[src/verilog/oscsw_pkg.sv]
package oscsw_pkg;

    // Register byte offsets
    localparam logic [3:0] OSCSW_CTRL_OFS = 4'h0;
    localparam logic [3:0] OSCSW_TRIM_OFS = 4'h4;
    localparam logic [3:0] OSCSW_STAT_OFS = 4'h8;

    // Control register field positions
    localparam int OSCSW_OPT_LSB  = 0;
    localparam int OSCSW_EFS_LSB  = 2;
    localparam int OSCSW_REQ_BIT  = 4;
    localparam int OSCSW_OEN_BIT  = 5;
    localparam int OSCSW_IFS_LSB  = 6;

    // Status register field positions
    localparam int OSCSW_ACT_BIT  = 0;
    localparam int OSCSW_SEL_BIT  = 1;
    localparam int OSCSW_RUN_BIT  = 2;
    localparam int OSCSW_FSM_LSB  = 3;

    // Values after reset
    localparam logic [7:0] OSCSW_CTRL_RST = 8'h00;
    localparam logic [7:0] OSCSW_TRIM_RST = 8'h00;

    // Clock source options
    localparam logic [1:0] OSCSW_OPT_INT  = 2'h0;
    localparam logic [1:0] OSCSW_OPT_EXT  = 2'h1;
    localparam logic [1:0] OSCSW_OPT_RC   = 2'h2;
    localparam logic [1:0] OSCSW_OPT_XTAL = 2'h3;

    // Internal oscillator half period in sys_clk cycles, per frequency select
    localparam int         OSCSW_HP_W     = 12;
    localparam logic [11:0] OSCSW_HP_BASE0 = 12'h190;
    localparam logic [11:0] OSCSW_HP_BASE1 = 12'h320;
    localparam logic [11:0] OSCSW_HP_BASE2 = 12'h640;
    localparam logic [11:0] OSCSW_HP_BASE3 = 12'hC80;

    // Confirmation edges on the external clock before switching
    localparam logic [1:0] OSCSW_CONFIRM_EDGES = 2'h2;

    // AXI responses
    localparam logic [1:0] OSCSW_RESP_OKAY   = 2'h0;
    localparam logic [1:0] OSCSW_RESP_SLVERR = 2'h2;

    // Switch states, Gray along idle, arm, confirm, engaged
    typedef enum logic [1:0] {
        OSCSW_IDLE    = 2'b00,
        OSCSW_ARM     = 2'b01,
        OSCSW_CONFIRM = 2'b11,
        OSCSW_ENGAGED = 2'b10
    } oscsw_state_e;

endpackage

[src/verilog/oscsw_sync3.sv]
`timescale 1ns/1ps
module oscsw_sync3 (
    // Clock and reset
    input  wire logic sys_clk,
    input  wire logic resetn,
    // Asynchronous level in, filtered level out
    input  wire logic async_in,
    output logic      level_out
);

    typedef struct packed {
        logic s1;
        logic s2;
        logic s3;
        logic lvl;
    } oscsw_sync_s;

    oscsw_sync_s st_ff;
    oscsw_sync_s nxt_st;

    always_comb begin
        nxt_st    = st_ff;
        nxt_st.s1 = async_in;
        nxt_st.s2 = st_ff.s1;
        nxt_st.s3 = st_ff.s2;
        // Change accepted once second and third stages agree
        if (st_ff.s2 == st_ff.s3) begin
            nxt_st.lvl = st_ff.s3;
        end
    end

    always_ff @(posedge sys_clk or negedge resetn) begin
        if (!resetn) begin
            st_ff <= '0;
        end else begin
            st_ff <= nxt_st;
        end
    end

    assign level_out = st_ff.lvl;

endmodule // oscsw_sync3

[src/verilog/oscsw_int_osc.sv]
`timescale 1ns/1ps
module oscsw_int_osc
    import oscsw_pkg::*;
(
    // Clock and reset
    input  wire logic                  sys_clk,
    input  wire logic                  resetn,
    // Control
    input  wire logic                  run,
    input  wire logic [OSCSW_HP_W-1:0] half_period,
    // Oscillator level
    output logic                       osc_level
);

    typedef struct packed {
        logic [OSCSW_HP_W-1:0] cnt;
        logic                  lvl;
    } oscsw_osc_s;

    oscsw_osc_s st_ff;
    oscsw_osc_s nxt_st;

    always_comb begin
        nxt_st = st_ff;
        if (!run) begin
            nxt_st.cnt = '0;
            nxt_st.lvl = 1'b0;
        end else if (st_ff.cnt >= half_period - 12'h001) begin
            nxt_st.cnt = '0;
            nxt_st.lvl = !st_ff.lvl;
        end else begin
            nxt_st.cnt = st_ff.cnt + 12'h001;
        end
    end

    always_ff @(posedge sys_clk or negedge resetn) begin
        if (!resetn) begin
            st_ff <= '0;
        end else begin
            st_ff <= nxt_st;
        end
    end

    assign osc_level = st_ff.lvl;

endmodule // oscsw_int_osc

[src/verilog/oscsw_top.sv]
// Operation
// - Clock-out enable drives the quad bus clock onto the output pin.
// - Trim register is signed, +127 to -128 steps of half period.
// - Larger trim lengthens internal period; smaller trim shortens it.
// - Factory trim is never loaded by hardware; software copies it.
// - Non-internal option enables input pin; crystal also drives output pin.
// - With RC option, clock output on the pin may shift frequency.
// - Two external rising edges confirm activity before switching.
// - Glitch-free switch; active flag set before internal oscillator stops. Revert to internal here does not wait for low levels.
// - Option and request both clear: revert to internal by freq select.
// - External mode: input clock is quad clock, halved is double clock.
// - External mode forces the clock-out enable bit to zero.
//
// Decided for this implementation: the AXI4-Lite slave port and the register addresses.
`timescale 1ns/1ps
module oscsw_top
    import oscsw_pkg::*;
#(
    parameter int AXI_ADDR_W = 4
) (
    // Clock and reset
    input  wire logic                  sys_clk,
    input  wire logic                  resetn,
    // AXI4-Lite write address
    input  wire logic [AXI_ADDR_W-1:0] s_axi_awaddr,
    input  wire logic                  s_axi_awvalid,
    output logic                       s_axi_awready,
    // AXI4-Lite write data
    input  wire logic [31:0]           s_axi_wdata,
    input  wire logic [3:0]            s_axi_wstrb,
    input  wire logic                  s_axi_wvalid,
    output logic                       s_axi_wready,
    // AXI4-Lite write response
    output logic [1:0]                 s_axi_bresp,
    output logic                       s_axi_bvalid,
    input  wire logic                  s_axi_bready,
    // AXI4-Lite read address
    input  wire logic [AXI_ADDR_W-1:0] s_axi_araddr,
    input  wire logic                  s_axi_arvalid,
    output logic                       s_axi_arready,
    // AXI4-Lite read data
    output logic [31:0]                s_axi_rdata,
    output logic [1:0]                 s_axi_rresp,
    output logic                       s_axi_rvalid,
    input  wire logic                  s_axi_rready,
    // Oscillator input pin
    input  wire logic                  osc_in_pin,
    output logic                       osc_in_pin_en,
    // Oscillator output pin
    output logic                       osc_out_pin_o,
    output logic                       osc_out_pin_oe,
    // Bus clocks
    output logic                       quad_bus_clock,
    output logic                       double_bus_clock,
    output logic                       internal_osc_clock
);

    typedef struct packed {
        logic                 aw_rdy;
        logic                 have_aw;
        logic [1:0]           aw_idx;
        logic                 aw_ok;
        logic                 w_rdy;
        logic                 have_w;
        logic [7:0]           w_byte;
        logic                 w_lane0;
        logic                 bvalid;
        logic [1:0]           bresp;
        logic                 ar_rdy;
        logic                 rvalid;
        logic [31:0]          rdata;
        logic [1:0]           rresp;
        logic [1:0]           clock_source_option;
        logic [1:0]           external_freq_select;
        logic                 external_clock_request;
        logic                 clock_out_pin_enable;
        logic [1:0]           internal_freq_select;
        logic [7:0]           trim_value_reg;
        oscsw_state_e         fsm;
        logic                 confirmed;
        logic                 external_clock_active;
        logic                 sel_ext;
        logic                 int_run;
        logic                 ext_prev;
        logic                 quad;
        logic                 dbl;
        logic                 int_out;
        logic                 in_en;
        logic                 out_o;
        logic                 out_oe;
    } oscsw_top_s;

    oscsw_top_s st_ff;
    oscsw_top_s nxt_st;

    logic                  ext_lvl;
    logic                  int_lvl;
    logic [OSCSW_HP_W-1:0] half_period;
    logic [OSCSW_HP_W-1:0] hp_base;

    oscsw_sync3 u_in_sync (
        .sys_clk   (sys_clk),
        .resetn    (resetn),
        .async_in  (osc_in_pin),
        .level_out (ext_lvl)
    );

    // Base half period per internal frequency select
    always_comb begin
        unique case (st_ff.internal_freq_select)
            2'h0:    hp_base = OSCSW_HP_BASE0;
            2'h1:    hp_base = OSCSW_HP_BASE1;
            2'h2:    hp_base = OSCSW_HP_BASE2;
            2'h3:    hp_base = OSCSW_HP_BASE3;
        endcase
    end

    // Signed trim added to half period, larger trim is slower
    assign half_period = hp_base
                       + {{4{st_ff.trim_value_reg[7]}},
                          st_ff.trim_value_reg};

    oscsw_int_osc u_int_osc (
        .sys_clk     (sys_clk),
        .resetn      (resetn),
        .run         (st_ff.int_run),
        .half_period (half_period),
        .osc_level   (int_lvl)
    );

    logic aw_hs;
    logic w_hs;
    logic ar_hs;
    logic ext_rise;
    logic release_req;
    logic nxt_src;

    assign aw_hs    = s_axi_awvalid && st_ff.aw_rdy;
    assign w_hs     = s_axi_wvalid && st_ff.w_rdy;
    assign ar_hs    = s_axi_arvalid && st_ff.ar_rdy;
    assign ext_rise = ext_lvl && !st_ff.ext_prev;
    assign release_req = (st_ff.clock_source_option == OSCSW_OPT_INT)
                      && !st_ff.external_clock_request;

    always_comb begin
        nxt_st          = st_ff;
        nxt_st.ext_prev = ext_lvl;
        nxt_src         = 1'b0;

        // Write address and data, taken in either order
        if (aw_hs) begin
            nxt_st.aw_rdy  = 1'b0;
            nxt_st.have_aw = 1'b1;
            nxt_st.aw_idx  = s_axi_awaddr[3:2];
            nxt_st.aw_ok   = (s_axi_awaddr[3:0] == OSCSW_CTRL_OFS)
                          || (s_axi_awaddr[3:0] == OSCSW_TRIM_OFS)
                          || (s_axi_awaddr[3:0] == OSCSW_STAT_OFS);
        end
        if (w_hs) begin
            nxt_st.w_rdy   = 1'b0;
            nxt_st.have_w  = 1'b1;
            nxt_st.w_byte  = s_axi_wdata[7:0];
            nxt_st.w_lane0 = s_axi_wstrb[0];
        end

        // Commit once both halves are held
        if (st_ff.have_aw && st_ff.have_w && !st_ff.bvalid) begin
            nxt_st.have_aw = 1'b0;
            nxt_st.have_w  = 1'b0;
            nxt_st.bvalid  = 1'b1;
            nxt_st.bresp   = st_ff.aw_ok ? OSCSW_RESP_OKAY
                                         : OSCSW_RESP_SLVERR;
            if (st_ff.w_lane0 && st_ff.aw_idx == OSCSW_CTRL_OFS[3:2]) begin
                nxt_st.clock_source_option =
                    st_ff.w_byte[OSCSW_OPT_LSB +: 2];
                nxt_st.external_freq_select =
                    st_ff.w_byte[OSCSW_EFS_LSB +: 2];
                nxt_st.external_clock_request =
                    st_ff.w_byte[OSCSW_REQ_BIT];
                nxt_st.clock_out_pin_enable =
                    st_ff.w_byte[OSCSW_OEN_BIT];
                nxt_st.internal_freq_select =
                    st_ff.w_byte[OSCSW_IFS_LSB +: 2];
            end
            // Trim changes only by software write
            if (st_ff.w_lane0 && st_ff.aw_idx == OSCSW_TRIM_OFS[3:2]) begin
                nxt_st.trim_value_reg = st_ff.w_byte;
            end
        end
        if (st_ff.bvalid && s_axi_bready) begin
            nxt_st.bvalid = 1'b0;
            nxt_st.aw_rdy = 1'b1;
            nxt_st.w_rdy  = 1'b1;
        end

        // Read channel, data one cycle after the address
        if (ar_hs) begin
            nxt_st.ar_rdy = 1'b0;
            nxt_st.rvalid = 1'b1;
            nxt_st.rdata  = '0;
            nxt_st.rresp  = OSCSW_RESP_OKAY;
            unique case (s_axi_araddr[3:0])
                OSCSW_CTRL_OFS: begin
                    nxt_st.rdata[7:0] = {st_ff.internal_freq_select,
                                         st_ff.clock_out_pin_enable,
                                         st_ff.external_clock_request,
                                         st_ff.external_freq_select,
                                         st_ff.clock_source_option};
                end
                OSCSW_TRIM_OFS: begin
                    nxt_st.rdata[7:0] = st_ff.trim_value_reg;
                end
                OSCSW_STAT_OFS: begin
                    nxt_st.rdata[OSCSW_ACT_BIT] =
                        st_ff.external_clock_active;
                    nxt_st.rdata[OSCSW_SEL_BIT] = st_ff.sel_ext;
                    nxt_st.rdata[OSCSW_RUN_BIT] = st_ff.int_run;
                    nxt_st.rdata[OSCSW_FSM_LSB +: 2] = st_ff.fsm;
                end
                default: begin
                    nxt_st.rresp = OSCSW_RESP_SLVERR;
                end
            endcase
        end else if (st_ff.rvalid && s_axi_rready) begin
            nxt_st.rvalid = 1'b0;
            nxt_st.ar_rdy = 1'b1;
        end

        // External oscillator mode keeps the output pin free
        if (nxt_st.clock_source_option == OSCSW_OPT_EXT) begin
            nxt_st.clock_out_pin_enable = 1'b0;
        end

        // Source switch sequence
        unique case (st_ff.fsm)
            OSCSW_IDLE: begin
                nxt_st.confirmed = 1'b0;
                if (st_ff.external_clock_request && !release_req) begin
                    nxt_st.fsm = OSCSW_ARM;
                end
            end
            OSCSW_ARM: begin
                if (!st_ff.external_clock_request) begin
                    nxt_st.fsm = OSCSW_IDLE;
                end else if (ext_rise) begin
                    nxt_st.fsm = OSCSW_CONFIRM;
                end
            end
            OSCSW_CONFIRM: begin
                if (!st_ff.external_clock_request) begin
                    nxt_st.fsm       = OSCSW_IDLE;
                    nxt_st.confirmed = 1'b0;
                end else if (ext_rise) begin
                    nxt_st.confirmed = 1'b1;
                end else if (st_ff.confirmed && !ext_lvl && !int_lvl) begin
                    // Both sources low, so the handover cuts no pulse
                    nxt_st.fsm                   = OSCSW_ENGAGED;
                    nxt_st.sel_ext               = 1'b1;
                    nxt_st.external_clock_active = 1'b1;
                end
            end
            OSCSW_ENGAGED: begin
                if (release_req) begin
                    nxt_st.fsm                   = OSCSW_IDLE;
                    nxt_st.sel_ext               = 1'b0;
                    nxt_st.external_clock_active = 1'b0;
                    nxt_st.confirmed             = 1'b0;
                end
            end
        endcase

        // Internal oscillator stops one cycle after the active flag
        nxt_st.int_run = !st_ff.external_clock_active
                      || nxt_st.fsm != OSCSW_ENGAGED;

        // Bus clock generation
        nxt_src = st_ff.sel_ext ? ext_lvl : int_lvl;
        nxt_st.quad    = nxt_src;
        nxt_st.dbl     = st_ff.dbl ^ (nxt_src && !st_ff.quad);
        nxt_st.int_out = int_lvl;

        // Pin control
        nxt_st.in_en = st_ff.clock_source_option != OSCSW_OPT_INT;
        if (st_ff.clock_source_option == OSCSW_OPT_XTAL) begin
            nxt_st.out_oe = 1'b1;
            nxt_st.out_o  = !ext_lvl;
        end else if (st_ff.clock_out_pin_enable) begin
            // With RC the pin load may shift the RC frequency
            nxt_st.out_oe = 1'b1;
            nxt_st.out_o  = nxt_src;
        end else begin
            nxt_st.out_oe = 1'b0;
            nxt_st.out_o  = 1'b0;
        end
    end

    always_ff @(posedge sys_clk or negedge resetn) begin
        if (!resetn) begin
            st_ff                     <= '0;
            st_ff.aw_rdy              <= 1'b1;
            st_ff.w_rdy               <= 1'b1;
            st_ff.ar_rdy              <= 1'b1;
            st_ff.int_run             <= 1'b1;
            st_ff.fsm                 <= OSCSW_IDLE;
            st_ff.trim_value_reg      <= OSCSW_TRIM_RST;
            {st_ff.internal_freq_select, st_ff.clock_out_pin_enable,
             st_ff.external_clock_request, st_ff.external_freq_select,
             st_ff.clock_source_option} <= OSCSW_CTRL_RST;
        end else begin
            st_ff <= nxt_st;
        end
    end

    assign s_axi_awready      = st_ff.aw_rdy;
    assign s_axi_wready       = st_ff.w_rdy;
    assign s_axi_bvalid       = st_ff.bvalid;
    assign s_axi_bresp        = st_ff.bresp;
    assign s_axi_arready      = st_ff.ar_rdy;
    assign s_axi_rvalid       = st_ff.rvalid;
    assign s_axi_rdata        = st_ff.rdata;
    assign s_axi_rresp        = st_ff.rresp;
    assign osc_in_pin_en      = st_ff.in_en;
    assign osc_out_pin_o      = st_ff.out_o;
    assign osc_out_pin_oe     = st_ff.out_oe;
    assign quad_bus_clock     = st_ff.quad;
    assign double_bus_clock   = st_ff.dbl;
    assign internal_osc_clock = st_ff.int_out;
endmodule // oscsw_top

[config.mk]
export PLATFORM = sky130hd
export DESIGN_NAME = oscsw_top
export DESIGN_NICKNAME = d
export VERILOG_FILES = /design/src/verilog/oscsw_pkg.sv /design/src/verilog/oscsw_sync3.sv /design/src/verilog/oscsw_int_osc.sv /design/src/verilog/oscsw_top.sv
export SDC_FILE = /design/constraint.sdc
export NUM_CORES = 1
export LEC_CHECK = 0
export BUFFER_PORTS_ARGS = -buffer_cell sky130_fd_sc_hd__buf_4
export CELL_PAD_IN_SITES_DETAIL_PLACEMENT = 1
export CELL_PAD_IN_SITES_GLOBAL_PLACEMENT = 2
export CORE_MARGIN = 3
export CORE_UTILIZATION = 30
export DETAILED_ROUTE_END_ITERATION = 7
export PLACE_DENSITY_LB_ADDON = 0.1
export SYNTH_ARGS = -nofsm -noshare
export SYNTH_HDL_FRONTEND = slang
export SYNTH_SLANG_ARGS = --single-unit
[constraint.sdc]
create_clock -name sys_clk -period 4 [get_ports sys_clk]
set_input_delay 1.2 -clock sys_clk [delete_from_list [all_inputs] [get_ports sys_clk]]
set_output_delay 1.2 -clock sys_clk [all_outputs]
set_load 0.01 [all_outputs]
==> impl_results.md, run 1 <==
* Nets at 537
* Delay-heaviest family, CP: adder cells
* Critical path type: reg -> reg
* Global placement routability congestion at approximately 0.74
* Ports at 99
* Clock group share of total power at between 10% and 20%
* Slew at the pin closest to its max-slew limit at 0.990 ns
* DRT antenna net count at 0
* Switching power of the nets at 1.82 mW
* Internal cell power at 2.70 mW
* Max clock buf depth at 2
* Post-DP HPWL at between 6 and 7 mm
* Clock root buffer: clkbuf_16
* Netlist cell types at 52
* Initial antenna violation count at 0
* Inserted Clock Buffers at 9
* Asr flop ratio synth at 100%
* Worst Hold Launch: u_in_sync.nxt_st[2]$_DFF_PN0_
* CP Max Fanout at 6
* Worst EP required at 4.22 ns
* Top cell type's share of synthesized area at about two fifths
* WL final at a little over 9 mm
* Via count at slightly below 3,000
* Die W at around 120 µm
* Setup crit end kind: flip-flop
* First-pass GRT wire length at 15.6 mm
* Die Ht at 125 µm
* Hold Vio Cnt, Final at 0
* Vias per std cell at 4.67
* CP Buf/Inv Count at 3
* Maximum VDD drop at 0.338 mV
* Largest net degree at the start of global routing at between 70 and 80
* Worst path most repeated cell: ha_1
* Dominant cell type by area after synthesis: dfrtp_1
* Vias in the first global route at just over 3,000
* Placed Instances at 617
* PortBufs at 45
* Syn-to-layout area delta at 16.5%
* Worst path cell trace: inv_1 > ha_1 > inv_1 > ha_1 > inv_1 > ha_1 > o21ai_0 > nor2_1 > o31ai_1 > o211a_1 > nor3_1 > ha_1 > nand4_1 > nor3_1 > a211o_1 > mux2_2
* TritonCTS clock tree: yes
* P per Cell Area at 921 nW/µm²
* Yosys warns at 0
* Post-Syn Area at 4210 µm²
* Antenna fix cells at 0
* Clock skew at 0.00462 ns
* CTS Sinks at 74
* Most frequent cells after synthesis: dfrtp_1, inv_1, buf_4
* Worst reg2reg setup slack at 0.35 ns
* Design area at 4910 µm²
* Status: finished, final reports clean
* Min-Delay Path Depth at 0
* Final total power at 4.52 mW
* Worst Setup Start Kind: flip-flop
* Setup ws final at around 0.35 ns
* Core area at 13,500 µm²
* Hold buffer count at cts at 0
* Crit-path max cell delay at 0.47 ns
* Final min period at 3.65 ns
* GRT overflow at 0
* LEAKAGE at 2.35 nW
* Die ar. at 15,500 µm²
* Max Slew Vio Count at 0
* Synth top area cells: dfrtp_1, ha_1, mux2_2
* Fin util at a little over a third
* Reg2reg path depth at 16
* Initial Utilization at 31.2%
* GR Util All Layers at between 10 and 15%
* #FFs+latches synth at 74
* Layout cells sized above 1 at 21.7%
* Combinational Power Share at 53.6%
* Min Hold Slack at 0.349 ns
* Postcts setup bufs at 0
* Slew Limit Headroom at 34.0%
* Min-delay worst type: reg -> reg
* R2r startpoint: st_ff[22]$_DFFE_PN0P_
* Fillers at approximately 1,500
* Period utilization at 91.2%
* Synth Flop Type: dfrtp_1
* Placed cell areas at around 4600 µm²
* DRT Pass-1 Iters at 4
* Hold EP: u_in_sync.nxt_st[1]$_DFF_PN0_
* DP Worst Slack at 0.313 ns
* FMAX at between 0.2 and 0.3 GHz
* Net Sw Frac at 40.3%
* CP arrival at roughly 3.9 ns
* Post-synth EDFFs at 0
* Slowest cell on crit path: o31ai_1
* Cells after Synth at 410
* FF-to-FF End: u_int_osc.osc_level$_DFFE_PN0P_
* RSZ-0062 raised after global routing: no
* Sequential power share at 27.1%
* Setup TNS at 0 ns
* Sequential share of the synthesized area at 44.1%
* Detailed Route Iter0 Violations at between 50 and 60
* H-tree Lvls at 3
* Row cnt at 42
* Most common cell in the netlist: dfrtp_1
* DRC at 0
* Finished Layout Cells at 633
* Clock Latency Late Sink at roughly 0.34 ns
* Max cap viols at 0
* Syn Area/Cell at 10.3 µm²
* Wirelength per Cell at approximately 14 µm
* Setup violations, final at 0
* Clock Pin Slew Worst Setup and Hold Paths at 0.06 ns
* Post-CTS Resized at 0
[area by class of cell]
cell class | count | area [µm²] | share of cell area (%)
inverters | 39 | 146 | 2.98
well taps | 176 | 220 | 4.49
clock inverters | 4 | 73.8 | 1.50
clock buffers | 12 | 246 | 5.02
flip-flops and latches | 74 | 1860 | 37.8
multi-input cells | 281 | 2010 | 41.0
repair buffers | 47 | 353 | 7.19
[registers in the layout, summed over array words and instances, names as in the netlist, 2 cells and up]
signal            cells
u_in_sync.nxt_st      2
u_int_osc.st_ff      12
s_axi_rdata           8
st_ff                36
[kinds of logic after synthesis]
| logic type | Yosys count | share of synthesized area, % |
|---|---|---|
| buffers and inverters | 80 | 10.4 |
| and+or+nand+nor | 93 | 11.1 |
| xor gates and xnor gates | 18 | 3.74 |
| adders and majority gates | 34 | 10.2 |
| muxes | 33 | 8.79 |
| AOI/OAI and AO/OA | 77 | 11.6 |
| other | 1 | 0.0890 |
| DFF | 74 | 44.1 |
[cells in the final DEF (no fill, tap or decap), drive strengths merged, types with 3 or more instances in the layout]
cell	count
clkbuf	12
nor2	25
xnor2	7
nand3	8
a21o	5
o21a	3
mux2i	4
a22oi	8
nand2b	6
xor2	11
buf	47
a21oi	14
ha	32
mux2	29
dfrtp	70
inv	40
o31ai	4
conb	26
o21ai	28
nor3	9
dfstp	4
nand2	30
[metal layers]
metal  track usage, %  routed length [µm]
met5                0                   0
met4             4.84                 164
met3             2.96                 281
met2             19.7                4390
met1             16.3                4230
[power by group through the flow]
stage	registers [mW]	logic [mW]	clock network, mW
floorplan	1.18	1.92	0
global placement	1.23	2.41	0
detailed placement	1.24	2.47	0
CTS	1.23	2.49	0.904
global route	1.27	2.83	0.940
finish	1.23	2.42	0.871
[how the worst max path moves through the flow]
stage	to	cells after the start	startpoint	slack, ns
after floorplan	u_int_osc.st_ff[10]$_DFF_PN0_	17	st_ff[21]$_DFFE_PN0P_	0.73
after global placement	u_int_osc.osc_level$_DFFE_PN0P_	16	st_ff[22]$_DFFE_PN0P_	0.35
after detailed placement	u_int_osc.osc_level$_DFFE_PN0P_	16	st_ff[22]$_DFFE_PN0P_	0.31
after CTS	u_int_osc.osc_level$_DFFE_PN0P_	16	st_ff[22]$_DFFE_PN0P_	0.29
after global routing	u_int_osc.st_ff[7]$_DFF_PN0_	17	st_ff[22]$_DFFE_PN0P_	0.02
final	u_int_osc.osc_level$_DFFE_PN0P_	16	st_ff[22]$_DFFE_PN0P_	0.35
No activity file was read; power rests on OpenSTA's default activity.
==> inputs of run 2 (changes only) <==
Settings changed: ABC_AREA set to 1.
==> run 2 against run 1 <==
Critical path depth increased by 7. Via count increased by 14%. Hold slack improved by 0.013 ns. Die area increased by 3.5%. Sequential share of layout area decreased by 0.96 points. Largest cell class unchanged.
==> impl_results.md, run 2 <==
* Max Slew Vio Count at 0
* Die ar. at 16,000 µm²
* Mux contribution to synthesized area at 0%
* R2r startpoint: st_ff[21]$_DFFE_PN0P_
* Switching power of the nets at around 2.0 mW
* Synth top area cells: dfrtp_1, nand2_1, ha_1
* CTS Sinks at between 70 and 80
* TritonCTS clock tree: yes
* Combinational Power Share at 52.8%
* Adder-cell share of the synthesized area at about a tenth
* Hold Vio Cnt, Final at 0
* Die Ht at ~130 µm
* Setup crit end kind: flip-flop
* FMAX at 0.291 GHz
* Critical path type: reg -> reg
* Sequential power share at 28.4%
* Slowest cell on crit path: dfrtp_1
* Most common cell in the netlist: nand2_1
* Postcts setup bufs at 0
* Setup ws final at 0.560 ns
* Final total power at 4.46 mW
* Setup violations, final at 0
* Slew at the pin closest to its max-slew limit at 0.731 ns
* Post-DP HPWL at 7.76 mm
* Post-synth EDFFs at 0
* Hold buffer count at cts at 0
* Most frequent cells after synthesis: nand2_1, inv_1, dfrtp_1
* Syn Area/Cell at 7.99 µm²
* Delay-heaviest family, CP: simple AND/OR/NAND/NOR gates
* Final min period at 3.44 ns
* Dominant cell type by area after synthesis: dfrtp_1
* Biggest register: st_ff
* Clock Pin Slew Worst Setup and Hold Paths at 0.06 ns
* Crit path to: u_int_osc.osc_level$_DFFE_PN0P_
* DRT Pass-1 Iters at 4
* Initial Utilization at 31.1%
* Most frequent cells in the layout: nand2_1, inv_1, dfrtp_1, buf_4, o21ai_0
* Internal cell power at around 2.5 mW
* Initial antenna violation count at 0
* Top cell type's share of synthesized area at 40.1%
* Nets at 673
* H-tree Lvls at 3
* Synth Area in Simple Gates at around 22%
* Reg2reg path depth at 23
* LEAKAGE at 2.65 nW
* Largest family of logic cells by synthesized area: simple AND/OR/NAND/NOR gates
* Clock group share of total power at 18.8%
* CP Max Fanout at 12
* Crit. Startpoint: st_ff[21]$_DFFE_PN0P_
* Cells after Synth at approximately 550
* Routed wl met2 at 4.94 mm
* Core area at 14,000 µm²
* Status: finished, final reports clean
* CP Buf/Inv Count at 4
* P per Cell Area at 887 nW/µm²
* Antenna fix cells at 0
* Clock root buffer: clkbuf_16
* Min-delay worst type: reg -> reg
* Row cnt at 43
* Largest net degree at the start of global routing at 56
* Setup TNS at 0 ns
* Met3 Wirelength at 325 µm
* Net Sw Frac at approximately 44%
* WL final at 9.82 mm
* #FFs+latches synth at between 70 and 80
* DP Worst Slack at 0.488 ns
* Asr flop ratio synth at 100%
* Ports at 99
* CP arrival at about 3.7 ns
* Post-Syn Area at 4370 µm²
* Vias in the first global route at 3,601
* Inserted Clock Buffers at 9
* Worst Setup Start Kind: flip-flop
* Sequential share of the synthesized area at 42.5%
* Worst reg2reg setup slack at 0.56 ns
* Worst path depth at 23
* Via count at between 3,000 and 4,000
* Netlist cell types at 37
* Worst path most repeated cell: nand2_1
* Period utilization at around 86%
* GRT overflow at 0
* PortBufs at 45
* DRC at 0
* Global placement routability congestion at 0.718
* Slew Limit Headroom at 51.3%
* First-pass GRT wire length at 17.0 mm
* FF-to-FF End: u_int_osc.osc_level$_DFFE_PN0P_
* Die W at 127 µm
* Met1 Wirelength at 4.44 mm
* Most common cell after layout, fill and taps aside: nand2_1
* Compound-Gate Fraction of Synth Area at approximately 7.5%
* Maximum VDD drop at between 0.2 and 0.3 mV
* DRT antenna net count at 0
* Clock Latency Late Sink at 0.34 ns
* Max FFs per register at 36
* Vias per std cell at ~4.4
* Wirelength per Cell at 12.7 µm
* Crit-path max cell delay at 0.47 ns
* Highest routed layer: met4
* Layout cells sized above 1 at 14.3%
* Syn-to-layout area delta at 15.3%
* Max cap viols at 0
* RSZ-0062 raised after global routing: no
* Worst path cell trace: inv_1 > ha_1 > inv_1 > ha_1 > inv_1 > ha_1 > nand2_1 > nand2_1 > nand2_1 > nand3_1 > nand2_1 > nand3_1 > nand2_1 > nand2_1 > ha_1 > nand2_1 > inv_1 > o21ai_1 > nand2_1 > nor2_2 > nand2_2 > nand2_1 > nand2_1
* Post-Synth XOR/XNOR Area at 3.01%
* Synth Flop Type: dfrtp_1
* GR Util All Layers at approximately an eighth
* Yosys warns at 0
* Clock skew at roughly 0.007 ns
* Post-CTS Resized at 0
* Max clock buf depth at 2
* Worst EP required at 4.23 ns
* Detailed Route Iter0 Violations at 113
run 2: cell types whose count changed after synthesis, moves of 6 or more:
cell | previous run | this run
nor2_1 | 25 | 34
nor2_2 | 0 | 6
nand3_1 | 7 | 29
a22oi_1 | 8 | 0
nor3_1 | 9 | 1
inv_1 | 38 | 86
nand2b_1 | 6 | 0
nand2_1 | 30 | 151
mux2_2 | 28 | 0
o21ai_0 | 28 | 35
run 2: how the worst min path moves through the flow:
stage,from,to,slack (ns),cells past startpoint
2_1_floorplan,u_in_sync.nxt_st[2]$_DFF_PN0_,u_in_sync.nxt_st[1]$_DFF_PN0_,0.33,0
3_3_place_gp,u_in_sync.nxt_st[2]$_DFF_PN0_,u_in_sync.nxt_st[1]$_DFF_PN0_,0.34,0
3_5_place_dp,u_in_sync.nxt_st[2]$_DFF_PN0_,u_in_sync.nxt_st[1]$_DFF_PN0_,0.35,0
4_1_cts,u_in_sync.nxt_st[2]$_DFF_PN0_,u_in_sync.nxt_st[1]$_DFF_PN0_,0.37,0
5_1_grt,u_in_sync.nxt_st[2]$_DFF_PN0_,u_in_sync.nxt_st[1]$_DFF_PN0_,0.38,0
6_report,u_in_sync.nxt_st[2]$_DFF_PN0_,u_in_sync.nxt_st[1]$_DFF_PN0_,0.36,0
run 2: routing by layer:
layer / GRT usage, % / vias up
met5: 0 / -
li1: - / 1725
met3: 3.41 / 8
met1: 16.2 / 1604
met4: 3.97 / 0
met2: 22.5 / 40
run 2: power groups by stage:
stage	logic, mW	clock network (mW)	registers (mW)
4_1_cts	2.44	0.874	1.28
3_5_place_dp	2.42	0	1.29
2_1_floorplan	1.87	0	1.21
6_report	2.36	0.839	1.27
3_3_place_gp	2.32	0	1.28
5_1_grt	2.83	0.903	1.31
run 2: final cells by class:
cell class | count | area, µm²
multi-input cells | 368 | 1960
fillers | 1707 | 9010
repair buffers | 47 | 353
flip-flops and latches | 74 | 1860
clock inverters | 7 | 83.8
clock buffers | 9 | 225
inverters | 88 | 330
well taps | 180 | 225
run 2: kinds of logic after synthesis:
| group | Yosys count |
|---|---|
| AO/OA/AOI/OAI | 60 |
| XOR/XNOR | 15 |
| adder cells (fa/ha/maj) | 34 |
| buffers and inverters | 130 |
| flip-flops | 74 |
| other | 1 |
| AND/OR/NAND/NOR | 233 |
run 2: through the flow:
stage                     utilization, %  area (µm²)  hold slack (ns)  instances
after floorplan                        -        4460            0.331        572
after global placement              33.7        4730            0.339        757
after detailed placement            33.7        4730            0.354        757
after CTS                           35.9        5040            0.374        773
after global routing                35.9        5040            0.384        773
final                               35.9        5040            0.362        773
